[src/pkg/cwt_pkg.sv]
// Constants and carrier types for the codeword transceiver
package cwt_pkg;

  // ------------------------------------------------------------
  // Register indices; byte address is four times the index
  // ------------------------------------------------------------
  localparam logic [7:0] IDX_CFG = 8'ha0;
  localparam logic [7:0] IDX_TXCW = 8'ha1;
  localparam logic [7:0] IDX_RXCW = 8'ha2;
  localparam logic [7:0] IDX_STAT = 8'ha3;

  // ------------------------------------------------------------
  // Field positions
  // ------------------------------------------------------------
  localparam int CFG_RXEN_BIT = 7;
  localparam int CFG_INTEG_BIT = 6;
  localparam int CFG_RXLEN_LSB = 4;
  localparam int CFG_TXLEN_LSB = 2;
  localparam int CFG_MODE_LSB = 0;
  localparam int RX_LOST_BIT = 7;
  localparam int RX_NEW_BIT = 6;
  localparam int STAT_TXACT_BIT = 7;
  localparam int STAT_RXACT_BIT = 6;

  // ------------------------------------------------------------
  // Reset values
  // ------------------------------------------------------------
  localparam logic [7:0] CFG_RST = 8'h00;
  localparam logic [5:0] CW_RST = 6'h00;

  // ------------------------------------------------------------
  // Length codes, counts and priority modes
  // ------------------------------------------------------------
  localparam logic [1:0] LEN_ONE = 2'b00;
  localparam logic [1:0] LEN_TEN = 2'b01;
  localparam logic [1:0] LEN_25 = 2'b10;
  localparam logic [1:0] LEN_CONT = 2'b11;
  localparam logic [4:0] CNT_ONE = 5'h01;
  localparam logic [4:0] CNT_TEN = 5'h0a;
  localparam logic [4:0] CNT_25 = 5'h19;
  localparam logic [1:0] MODE_CWPRI = 2'b10;
  localparam logic [1:0] MODE_L1PRI = 2'b11;

  // ------------------------------------------------------------
  // Pattern timing in data link bit times
  // ------------------------------------------------------------
  localparam logic [4:0] PAT_BITS = 5'h10;
  localparam logic [3:0] PAT_LAST = 4'hf;
  localparam logic [7:0] FLAG_ONES = 8'hff;
  localparam int ABORT_BITS = 8;

  // Link-side inputs from the framer, same clock
  typedef struct packed {
    logic bitEn;
    logic rxBit;
    logic l1Empty;
    logic l1Idle;
  } cwt_link_in_t;

  // Link-side outputs toward the framer
  typedef struct packed {
    logic txBit;
    logic cwOwns;
    logic l1Suspend;
  } cwt_link_out_t;

  // Event pulses toward the interrupt status registers
  typedef struct packed {
    logic rxCwEvt;
    logic txCwEvt;
  } cwt_evt_t;

endpackage

[src/hdl/cwt_transceiver.sv]
// Codeword transceiver: APB registers, pattern receiver, sender
//
// Overview of operation
// RL1 - Receiver scans channel only while enabled
// RL2 - Integration needs two clean back-to-back patterns
// RL3 - Integration adds one pattern to qualification
// RL4 - Software enables integration for noisy lines
// RL5 - Receive length picks 1, 10, 25, change
// RL6 - Qualify loads codeword and raises receive event
// RL7 - Gaps allowed unless different codeword intervenes
// RL8 - Transmit write sends 1, 10, 25, continuous
// RL9 - Transmit event at start; next write allowed
// RL10 - No pending write: channel returns to link1
// RL11 - Software ends continuous by changing length
// RL12 - Priority field: off, codeword, link1 first
// RL13 - Codeword priority aborts link1 within eight bits
// RL14 - Link1 buffer writes still accepted meanwhile
// RL15 - Link1 priority pauses codeword until idle
// RL16 - Continuous codeword yields at pattern boundary
// RL17 - Transmit codeword sent bit 0 first
// RL18 - Received codeword stored in arrival order
// RL19 - New flag sets on update, clears on read
// RL20 - Update while new set raises overwrite
// RL21 - Transmit busy bit spans whole message
// RL22 - Receive busy sets on pattern detection
// RL23 - Receive busy pulse or held until qualify
// RL24 - Pattern: eight ones, zero, codeword, zero
// RL25 - Uses channel chosen by link1 select
// RL26 - Disabled receiver leaves results unchanged
`timescale 1ns/1ps

module cwt_transceiver
#(
  parameter int ADDR_W = 12
)
(
  // Clock and reset
  input wire logic clk_sys,
  input wire logic nrst,
  // APB slave
  input wire logic [ADDR_W-1:0] paddr,
  input wire logic psel,
  input wire logic penable,
  input wire logic pwrite,
  input wire logic [31:0] pwdata,
  output logic [31:0] prdata,
  output logic pready,
  output logic pslverr,
  // Data link channel
  input wire cwt_pkg::cwt_link_in_t linkIn,
  output cwt_pkg::cwt_link_out_t linkOut,
  // Event pulses
  output cwt_pkg::cwt_evt_t evt
);
  import cwt_pkg::*;

  typedef enum logic [1:0] {TX_IDLE, TX_SEND, TX_HOLD} cwt_tx_state_t;

  // ------------------------------------------------------------
  // APB decode
  // ------------------------------------------------------------
  logic accDone;
  logic [7:0] cfg;
  logic [5:0] txCwReg;
  logic [5:0] rxCw;
  logic rxNew;
  logic rxLost;
  logic rxActive;
  cwt_tx_state_t txState;

  // Address decode on word index, upper bits must be zero
  wire apbAcc = psel & penable;
  wire [7:0] wordIdx = paddr[9:2];
  wire upperZero = (paddr[ADDR_W-1:10] == '0);
  wire selCfg = upperZero & (wordIdx == IDX_CFG);
  wire selTx = upperZero & (wordIdx == IDX_TXCW);
  wire selRx = upperZero & (wordIdx == IDX_RXCW);
  wire selStat = upperZero & (wordIdx == IDX_STAT);
  wire anySel = selCfg | selTx | selRx | selStat;
  wire fire = apbAcc & accDone;
  wire wrFire = fire & pwrite;
  wire rdRx = fire & ~pwrite & selRx;

  // One wait state so read data comes from a flip-flop
  assign pready = fire;
  assign pslverr = fire & ~anySel;

  // Busy status covers pauses too, so it spans the message
  wire txBusy = (txState != TX_IDLE); // [RL21]

  // Read mux, unused bits read zero
  wire [7:0] rdByte =
    selCfg ? cfg :
    selTx ? {2'b00, txCwReg} :
    selRx ? {rxLost, rxNew, rxCw} :
    selStat ? {txBusy, rxActive, 6'h00} : // [RL21] [RL22]
    8'h00;

  // Access phase tracking and read capture
  always_ff @(posedge clk_sys)
  begin
    if (!nrst)
    begin
      accDone <= 1'b0;
      prdata <= 32'h0000_0000;
    end
    else
    begin
      accDone <= apbAcc & ~accDone;
      if (apbAcc & ~accDone)
        prdata <= {24'h00_0000, rdByte};
    end
  end

  // ------------------------------------------------------------
  // Configuration fields
  // ------------------------------------------------------------
  wire rxEn = cfg[CFG_RXEN_BIT];
  wire integ = cfg[CFG_INTEG_BIT];
  wire [1:0] rxLen = cfg[CFG_RXLEN_LSB +: 2];
  wire [1:0] txLen = cfg[CFG_TXLEN_LSB +: 2];
  wire [1:0] mode = cfg[CFG_MODE_LSB +: 2];
  wire txOn = mode[1]; // [RL12]
  wire l1Pri = (mode == MODE_L1PRI); // [RL12]

  // Configuration register
  always_ff @(posedge clk_sys)
  begin
    if (!nrst)
      cfg <= CFG_RST;
    else if (wrFire & selCfg)
      cfg <= pwdata[7:0];
  end

  // ------------------------------------------------------------
  // Receiver
  // ------------------------------------------------------------
  logic [15:0] rxShift;
  logic rxChk;
  logic [4:0] bitsSince;
  logic [5:0] prevCw;
  logic [5:0] runCw;
  logic [4:0] runCnt;

  // The bit strobe already marks the slots that the link1
  // channel select picks, so this block needs no slot logic
  wire rxStep = linkIn.bitEn & rxEn; // [RL25] [RL1]

  // Pattern check looks at the window after each new bit
  // Gated by the enable so a pattern ending in the slot that
  // turned the receiver off cannot still qualify
  wire patHit = rxChk & rxEn & (rxShift[7:0] == FLAG_ONES)
    & ~rxShift[8] & ~rxShift[15]; // [RL1] [RL26]
  wire [5:0] hitCw = rxShift[14:9]; // [RL18]

  // Integration: same codeword exactly one pattern ago
  wire backToBack = (bitsSince == PAT_BITS)
    & (hitCw == prevCw);
  wire intHit = patHit & (~integ | backToBack); // [RL2] [RL3]

  // Target count for the selected receive length
  wire [4:0] target =
    (rxLen == LEN_TEN) ? CNT_TEN :
    (rxLen == LEN_25) ? CNT_25 : CNT_ONE; // [RL5]

  // A different codeword starts a new run
  wire cwChanged = (hitCw != runCw) | (runCnt == 5'h00); // [RL7]
  wire atTarget = (runCnt == target);
  wire [4:0] cntNext = cwChanged ? CNT_ONE :
    atTarget ? runCnt : runCnt + 5'h01;
  wire qualify = intHit & ((rxLen == LEN_CONT) ? cwChanged :
    ((cntNext == target) & (cwChanged | ~atTarget))); // [RL5]

  // Bit capture, first bit ends at the low end; cleared while
  // off so stale bits cannot complete a pattern after enable
  always_ff @(posedge clk_sys)
  begin
    if (!nrst | ~rxEn)
    begin
      rxShift <= 16'h0000;
      rxChk <= 1'b0;
    end
    else
    begin
      rxChk <= rxStep;
      if (rxStep)
        rxShift <= {linkIn.rxBit, rxShift[15:1]}; // [RL18]
    end
  end

  // Gap counter since the last detected pattern, saturating
  always_ff @(posedge clk_sys)
  begin
    if (!nrst | ~rxEn)
      bitsSince <= 5'h1f;
    else if (patHit)
      bitsSince <= {4'h0, rxStep};
    else if (rxStep & (bitsSince != 5'h1f))
      bitsSince <= bitsSince + 5'h01;
  end

  // Run tracking; an errored pattern never counts
  always_ff @(posedge clk_sys)
  begin
    if (!nrst | ~rxEn)
    begin
      prevCw <= CW_RST;
      runCw <= CW_RST;
      runCnt <= 5'h00;
    end
    else if (patHit)
    begin
      prevCw <= hitCw;
      if (hitCw != runCw)
      begin
        runCw <= hitCw; // [RL7]
        runCnt <= {4'h0, intHit};
      end
      else if (intHit)
        runCnt <= cntNext; // [RL2]
    end
  end

  // Busy bit: pulse for single length, else held to qualify
  always_ff @(posedge clk_sys)
  begin
    if (!nrst | ~rxEn)
      rxActive <= 1'b0;
    else if (rxLen == LEN_ONE)
      rxActive <= patHit; // [RL23]
    else if (qualify)
      rxActive <= 1'b0; // [RL23]
    else if (patHit)
      rxActive <= 1'b1; // [RL22]
  end

  // Received codeword and flags; hardware set beats read clear.
  // Qualify can only fire while enabled, so a disabled
  // receiver leaves these untouched.
  always_ff @(posedge clk_sys)
  begin
    if (!nrst)
    begin
      rxCw <= CW_RST;
      rxNew <= 1'b0;
      rxLost <= 1'b0;
    end
    else
    begin
      if (qualify)
        rxCw <= hitCw; // [RL6] [RL26]
      rxNew <= qualify | (rxNew & ~rdRx); // [RL19]
      rxLost <= (qualify & rxNew) | (rxLost & ~rdRx); // [RL20]
    end
  end

  // ------------------------------------------------------------
  // Transmitter
  // ------------------------------------------------------------
  logic pend;
  logic [5:0] curCw;
  logic [3:0] bitIdx;
  logic [4:0] repLeft;
  logic txBit;
  logic txEvt;
  cwt_tx_state_t next_txState;

  // Writes land only while the sender is enabled
  wire txWrite = wrFire & selTx & txOn; // [RL12]

  // Under link1 priority a codeword may start only when the link1 buffer and output are quiet
  wire canGo = ~l1Pri | (linkIn.l1Empty & linkIn.l1Idle); // [RL15]
  wire l1Wants = l1Pri & ~linkIn.l1Empty; // [RL15] [RL16]
  wire startNow = pend & canGo & txOn;

  // Pattern as sent, bit 0 leaves first
  wire [15:0] patWord = {1'b0, curCw, 1'b0, FLAG_ONES}; // [RL24] [RL17]
  wire lastBit = linkIn.bitEn & (bitIdx == PAT_LAST);

  // Repeat count loaded at message start; continuous loads
  // one so a length change stops it at the next boundary
  wire [4:0] repLoad =
    (txLen == LEN_TEN) ? CNT_TEN :
    (txLen == LEN_25) ? CNT_25 : CNT_ONE; // [RL8]
  wire msgEnd = (txLen != LEN_CONT) & (repLeft <= CNT_ONE);

  // Next state of the sender
  always_comb
  begin
    next_txState = txState;
    case (txState)
      TX_IDLE:
        if (startNow)
          next_txState = TX_SEND;
      TX_SEND:
        if (~txOn)
          next_txState = TX_IDLE;
        else if (lastBit & msgEnd)
          next_txState = startNow ? TX_SEND : TX_IDLE; // [RL10]
        else if (lastBit & l1Wants)
          next_txState = TX_HOLD; // [RL16] [RL15]
      TX_HOLD:
        if (~txOn)
          next_txState = TX_IDLE;
        else if (canGo)
          next_txState = TX_SEND; // [RL15]
      default:
        next_txState = TX_IDLE;
    endcase
  end

  // A start is leaving idle, or chaining at message end
  wire txStart = startNow & ((txState == TX_IDLE)
    | ((txState == TX_SEND) & lastBit & msgEnd & txOn));

  // State, pattern position and repeat count
  always_ff @(posedge clk_sys)
  begin
    if (!nrst)
    begin
      txState <= TX_IDLE;
      bitIdx <= 4'h0;
      repLeft <= 5'h00;
      curCw <= CW_RST;
    end
    else
    begin
      txState <= next_txState;
      if (txStart)
      begin
        curCw <= txCwReg;
        repLeft <= repLoad; // [RL8]
        bitIdx <= 4'h0;
      end
      else if ((txState == TX_SEND) & linkIn.bitEn)
      begin
        bitIdx <= bitIdx + 4'h1;
        if (lastBit & ~msgEnd & (txLen != LEN_CONT))
          repLeft <= repLeft - 5'h01;
      end
      else if (txState != TX_SEND)
        bitIdx <= 4'h0;
    end
  end

  // Codeword register and the pending-message flag
  always_ff @(posedge clk_sys)
  begin
    if (!nrst)
    begin
      txCwReg <= CW_RST;
      pend <= 1'b0;
    end
    else
    begin
      if (txWrite)
        txCwReg <= pwdata[5:0];
      if (~txOn)
        pend <= 1'b0; // [RL12]
      else
        pend <= txWrite | (pend & ~txStart); // [RL9]
    end
  end

  // Line bit and start event; idle line sends ones
  always_ff @(posedge clk_sys)
  begin
    if (!nrst)
    begin
      txBit <= 1'b1;
      txEvt <= 1'b0;
    end
    else
    begin
      txEvt <= txStart; // [RL9]
      if (linkIn.bitEn)
        txBit <= (txState == TX_SEND) ? patWord[bitIdx] : 1'b1; // [RL17]
    end
  end

  // ------------------------------------------------------------
  // Outputs
  // ------------------------------------------------------------
  // Suspend link1 at once on a write under codeword priority,
  // well inside the ABORT_BITS limit; link1 keeps taking
  // buffer writes because nothing here gates its buffer
  assign linkOut.l1Suspend = (txState == TX_SEND)
    | ((mode == MODE_CWPRI) & pend); // [RL13] [RL14]
  assign linkOut.cwOwns = (txState == TX_SEND); // [RL10]
  assign linkOut.txBit = txBit;
  assign evt.rxCwEvt = qualify; // [RL6]
  assign evt.txCwEvt = txEvt; // [RL9]

endmodule

[config.mk]
export PLATFORM = sky130hd
export DESIGN_NAME = cwt_transceiver
export DESIGN_NICKNAME = d
export VERILOG_FILES = /design/src/pkg/cwt_pkg.sv /design/src/hdl/cwt_transceiver.sv
export SDC_FILE = /design/constraint.sdc
export NUM_CORES = 1
export LEC_CHECK = 0
export ABC_AREA = 1
export BUFFER_PORTS_ARGS = -buffer_cell sky130_fd_sc_hd__buf_4
export CAP_MARGIN = 20
export CORE_ASPECT_RATIO = 0.8
export CORE_MARGIN = 2
export CORE_UTILIZATION = 55
export DETAILED_ROUTE_END_ITERATION = 7
export PLACE_DENSITY = 0.79
export SYNTH_ARGS = -nofsm -noshare
export SYNTH_HDL_FRONTEND = slang
export SYNTH_SLANG_ARGS = --single-unit
export TNS_END_PERCENT = 50
[constraint.sdc]
create_clock -name clk_sys -period 2.27 [get_ports clk_sys]
set_input_delay 0.1135 -clock clk_sys [delete_from_list [all_inputs] [get_ports clk_sys]]
set_output_delay 0.1135 -clock clk_sys [all_outputs]
set_load 0.03 [all_outputs]
; ---- Yosys cells after proc, flatten, opt, wreduce, memory -nomap -nowiden
; Cells that the tools add are included.
[word_totals]
output_inout_bits = 39
regBits = 91
elab_cells = 176
input_bits = 53
[classes]
n_mux = 34
addsub = 4
n_lt_le_gt_ge = 2
n_reduce_logical = 18
bitwise_logic = 71
eq_ne = 26
[ops]
columns = op, count
row1 = 5-bit 2-to-1 mux, 13
row2 = 1-bit bitwise AND, 44
row3 = 8-bit equality test (second input constant), 5
row4 = 8-bit 2-to-1 mux, 4
row5 = 1-bit inverter, 14
row6 = 1-bit bitwise OR, 13
row7 = 2-bit equality test (second input constant), 6
row8 = 2-bit 2-to-1 mux, 6
row9 = 2-bit nonzero test, 6
row10 = 5-bit by 1-bit adder with 5-bit output (second input constant), 2
row11 = 5-bit equality test, 2
row12 = 4-bit 2-to-1 mux, 2
row13 = 2-bit AND reduction, 4
row14 = 1-bit 2-to-1 mux, 7
row15 = 2-bit by 1-bit equality test with 1-bit output (second input constant), 3
row16 = 6-bit equality test, 1
row17 = 2-bit logical NOT, 3
row18 = 6-bit inequality test, 1
row19 = 2-bit case mux with 3 select lines, 1
row20 = 5-bit equality test (second input constant), 1
row21 = 5-bit by 1-bit <= comparator with 1-bit output (second input constant), 1
row22 = 5-bit logical NOT, 1
row23 = 4-bit by 5-bit less-than comparator with 1-bit output (second input constant), 1
row24 = 5-bit inequality test (second input constant), 1
row25 = 12 further kinds, 13

; ---- Longest topological paths before layout
[logic_depth]
ltp_word = 12
mapped_depth = 18
mapped_depth_nobuf = 17

; ---- Worst setup path after synthesis
; OpenSTA, ideal clock, no wires.
[synth_path]
path_kind = flip-flop to flip-flop
startpoint = register txState[0]
endpoint = register repLeft[1]
arrival_time_ns = 1.823
t_required_ns = 2.153
period_less_slack_ns = 1.940
path_buffers = 0
setup_ns = 0.117
stages_incl_launch_ff = 9
setup_slack_ns = 0.330
cell_sequence = dfxtp_1 -> inv_1 -> nor2_1 -> inv_1 -> nor2_1 -> nand4_1 -> nand2_1 -> o21ai_0 -> a22o_1
[synth_rtl]
columns = element, line_no
row1 = from (decl), cwt_transceiver.sv:69  ; cwt_tx_state_t txState;
row2 = from (signal assigned), cwt_transceiver.sv:328  ; txState <= next_txState;
row3 = to (signal assigned), cwt_transceiver.sv:332  ; repLeft <= repLoad;
row4 = to (signal assigned), cwt_transceiver.sv:339  ; repLeft <= repLeft - 5'h01;
row5 = to (decl), cwt_transceiver.sv:263  ; logic [4:0] repLeft;

==> flow_summary.toml <==
[outcome]
status = "finished, violations left"
violations = "setup timing"

[die]
io_pins = 92
die_w_um = 107
die-area_um2 = 9190
core_region_area_um2 = 8060
rows = 29
start_util_pct = 57.6
die_h_um = 86.1

[route]
vias_per_cell = 5.42
vias = 4404
antenna_left = 0
firstDrtPassIters = 5
wl_um = 11700
drc = 0
drt_first_iter_violations = 272
wl_per_cell_um = 14.4

[worst_setup_path]
slowest_stage = "dfxtp_4"
cp.arrival_ns = 2.17
reg2regPathDepth = 18
critPathTopFamily = "simple AND/OR/NAND/NOR gates"
crit_path_max_fanout = 4
path_class = "flip-flop to primary output"
worstSetupStartpointType = "flip-flop"
path_depth = 16
max_stage_delay_ns = 0.40
crit_top_cell = "nand2_2"
required_ns = 2.16
crit_buf_inv = 3
worst_setup_path_end_kind = "primary output"
path_cells = "inv_6, ha_4, nand2_2, nand3_2, nor2_4, nand2_2, nand2_1, nand2_2, nand2_2, nand3_1, nand2_1, nand3_2, nand2_4, nand2_4, inv_2, buf_6"

[logic_synthesis]
synth_edf_count = 0
postSynthAreaPerCell_um2 = 7.29
synth-seq-cells = 91
yosys-top-cells-area = "dfxtp_1, nand2_1, o21ai_0, inv_1, a21oi_1"
yosys-top-cells-count = "nand2_1, dfxtp_1, inv_1"
netlist.top_cell.by_area = "dfxtp_1"
async_flop_share_pct = 0
yosysUniqueCellTypes = 47
synth_area_um2 = 4640
synth_cells = 636
yosysWarnings = 0
yosys.area.top_type_share_pct = 39.3
ys_dominant_reg_cell = "dfxtp_1"
ys_seq_area_share_pct = 39.3
yosysMostFrequentCell = "nand2_1"

[flow_run]
drv_cap = 0

[global_routing]
grt_overflow_total = 0
grt_pass1_wl_um = 19100
grt_max_degree = 30
antenna_found_initial = 0
grt_pass1_vias = 3996
grt_usage_pct = 26.1

[timing]
fmax_mhz = 438
finalCritPeriodShare_pct = 101
finalWorstSetupSlack_ns = -0.0144
rsz0062_at_grt = "yes"
fin_crit_ns = 2.28
slew_viol_final = 0
hold_violations = 0
setup_viol = 1
finClkSkew_ns = 0.00941

[placed_design]
pre_cts_ws_ns = 0.0736
io_buffers = 41
dp_hpwl_um = 8120
gp_congestion = 0.865

[clocking]
clk_pin_slew_ns = 0.08
cts_tree = "done"
cts-buffers-inserted = 9
cts_root_buf = "clkbuf_8"
cts_buffer_depth = 2
cts_max_level = 3
clk_latency_ns = 0.37
cts_sinks = 91

[power_and_ir_drop]
power_per_cell_area_nw_per_um2 = 543
ir_drop_mv = 0.435
power_leakage_nw = 2.35

[hold_path]
whs_path_depth = 3
hold_path.class = "primary input to flip-flop"

[final_layout]
area_growth_pct = 18.5
drive_gt1_share_pct = 20.2
antennaDiodeCount = 0
postLayoutCoreUtil_pct = 68.2
nNetsFinal = 767
tightest hold or removal path: stages:
cell    delay, ns
buf_4        0.11
inv_1        0.06
nor4_1       0.05
state kept, by name (all words and copies together) (netlist names), 2 cells and up:
| register | count |
|---|---|
| txCwReg | 6 |
| rxCw | 6 |
| txState | 2 |
| runCw | 6 |
| bitIdx | 4 |
| curCw | 6 |
| prevCw | 6 |
| bitsSince | 5 |
| prdata | 8 |
| cfg | 8 |
| repLeft | 5 |
| runCnt | 5 |
| rxShift | 16 |
stage by stage:
step	setup TNS, ns	std cells	hold WS (ns)	area, µm²	total power, mW
2_1_floorplan	0	659	0.248	4720	1.79
3_3_place_gp	0	780	0.343	5010	1.83
3_5_place_dp	0	780	0.351	5010	1.83
4_1_cts	-0.0367	808	0.00507	5390	3.00
5_1_grt	-0.168	812	-0.00246	5490	3.09
6_report	-0.0144	812	0.00961	5490	2.98
power breakdown:
group          internal, mW  switching [mW]  total [mW]
logic                0.0630           0.128       0.191
clock network         0.624           0.563        1.19
registers              1.60         0.00485        1.60
total                  2.29           0.696        2.98
cell type report:
cell class	instances	area, µm²
clock buffers	12	135
clock inverters	4	73.8
fillers	682	2560
inverters	87	334
multi-input cells	438	2410
flip-flops and latches	91	1840
well taps	108	135
repair buffers	72	564
cells by family (layout without fill, tap and decap cells):
kind of cell | Yosys count | after routing | synth area share (%)
AND/OR/NAND/NOR | 237 | 237 | 23.1
AO/OA/AOI/OAI | 150 | 150 | 18.4
buffers and inverters | 130 | 175 | 12.9
flip-flops | 91 | 91 | 39.3
adder cells (fa/ha/maj) | 15 | 15 | 4.05
XOR/XNOR | 12 | 12 | 2.27
other | 1 | 24 | 0.0809
cell usage in the layout (no fill, tap or decap), types with 3 or more instances in the layout:
cell type and count:
o21ai_1 3, dfxtp_1 81, nor3_2 4, o21ai_0 58
dfxtp_4 3, conb_1 24, clkbuf_1 3, nand3_2 3
ha_4 3, nand2_2 5, a21oi_2 4, buf_6 3
ha_1 12, nand3_1 30, nor4_1 3, xnor2_1 4
nor3_1 7, nand4_1 5, dlygate4sd3_1 5, dfxtp_2 7
o22ai_1 3, inv_1 69, a211oi_1 11, buf_4 64
a221oi_1 4, a21oi_1 49, o211ai_1 4, nor2_2 7
nor2_1 54, nand2_1 107, xor2_1 8, inv_2 14
clkbuf_8 9
metal layers:
layer	wire length, µm	vias to the layer above	global-route usage (%)
met4	94	0	4.96
met1	5270	2061	36.2
met2	5360	158	42.3
li1	-	2173	-
met5	0	-	0
met3	953	12	5.85
final timing paths:
path	end	startpoint	slack [ns]
worst min-delay path	accDone	psel	0.01
worst max-delay path	evt[1]	cfg[4]	-0.01
worst min register to register	accDone	accDone	0.45
worst max register to register	rxActive	cfg[4]	0.11
what timing repair did:
item                                   in CTS  in global routing
setup endpoints to repair                   1                 25
gates resized for setup                    21                 26
pin swaps                                   8                 13
setup buffers                               7                  5
endpoints found under the hold margin       5                  0
hold buffers                                5                  0
Note: power is estimated with default switching activity, not from simulation.
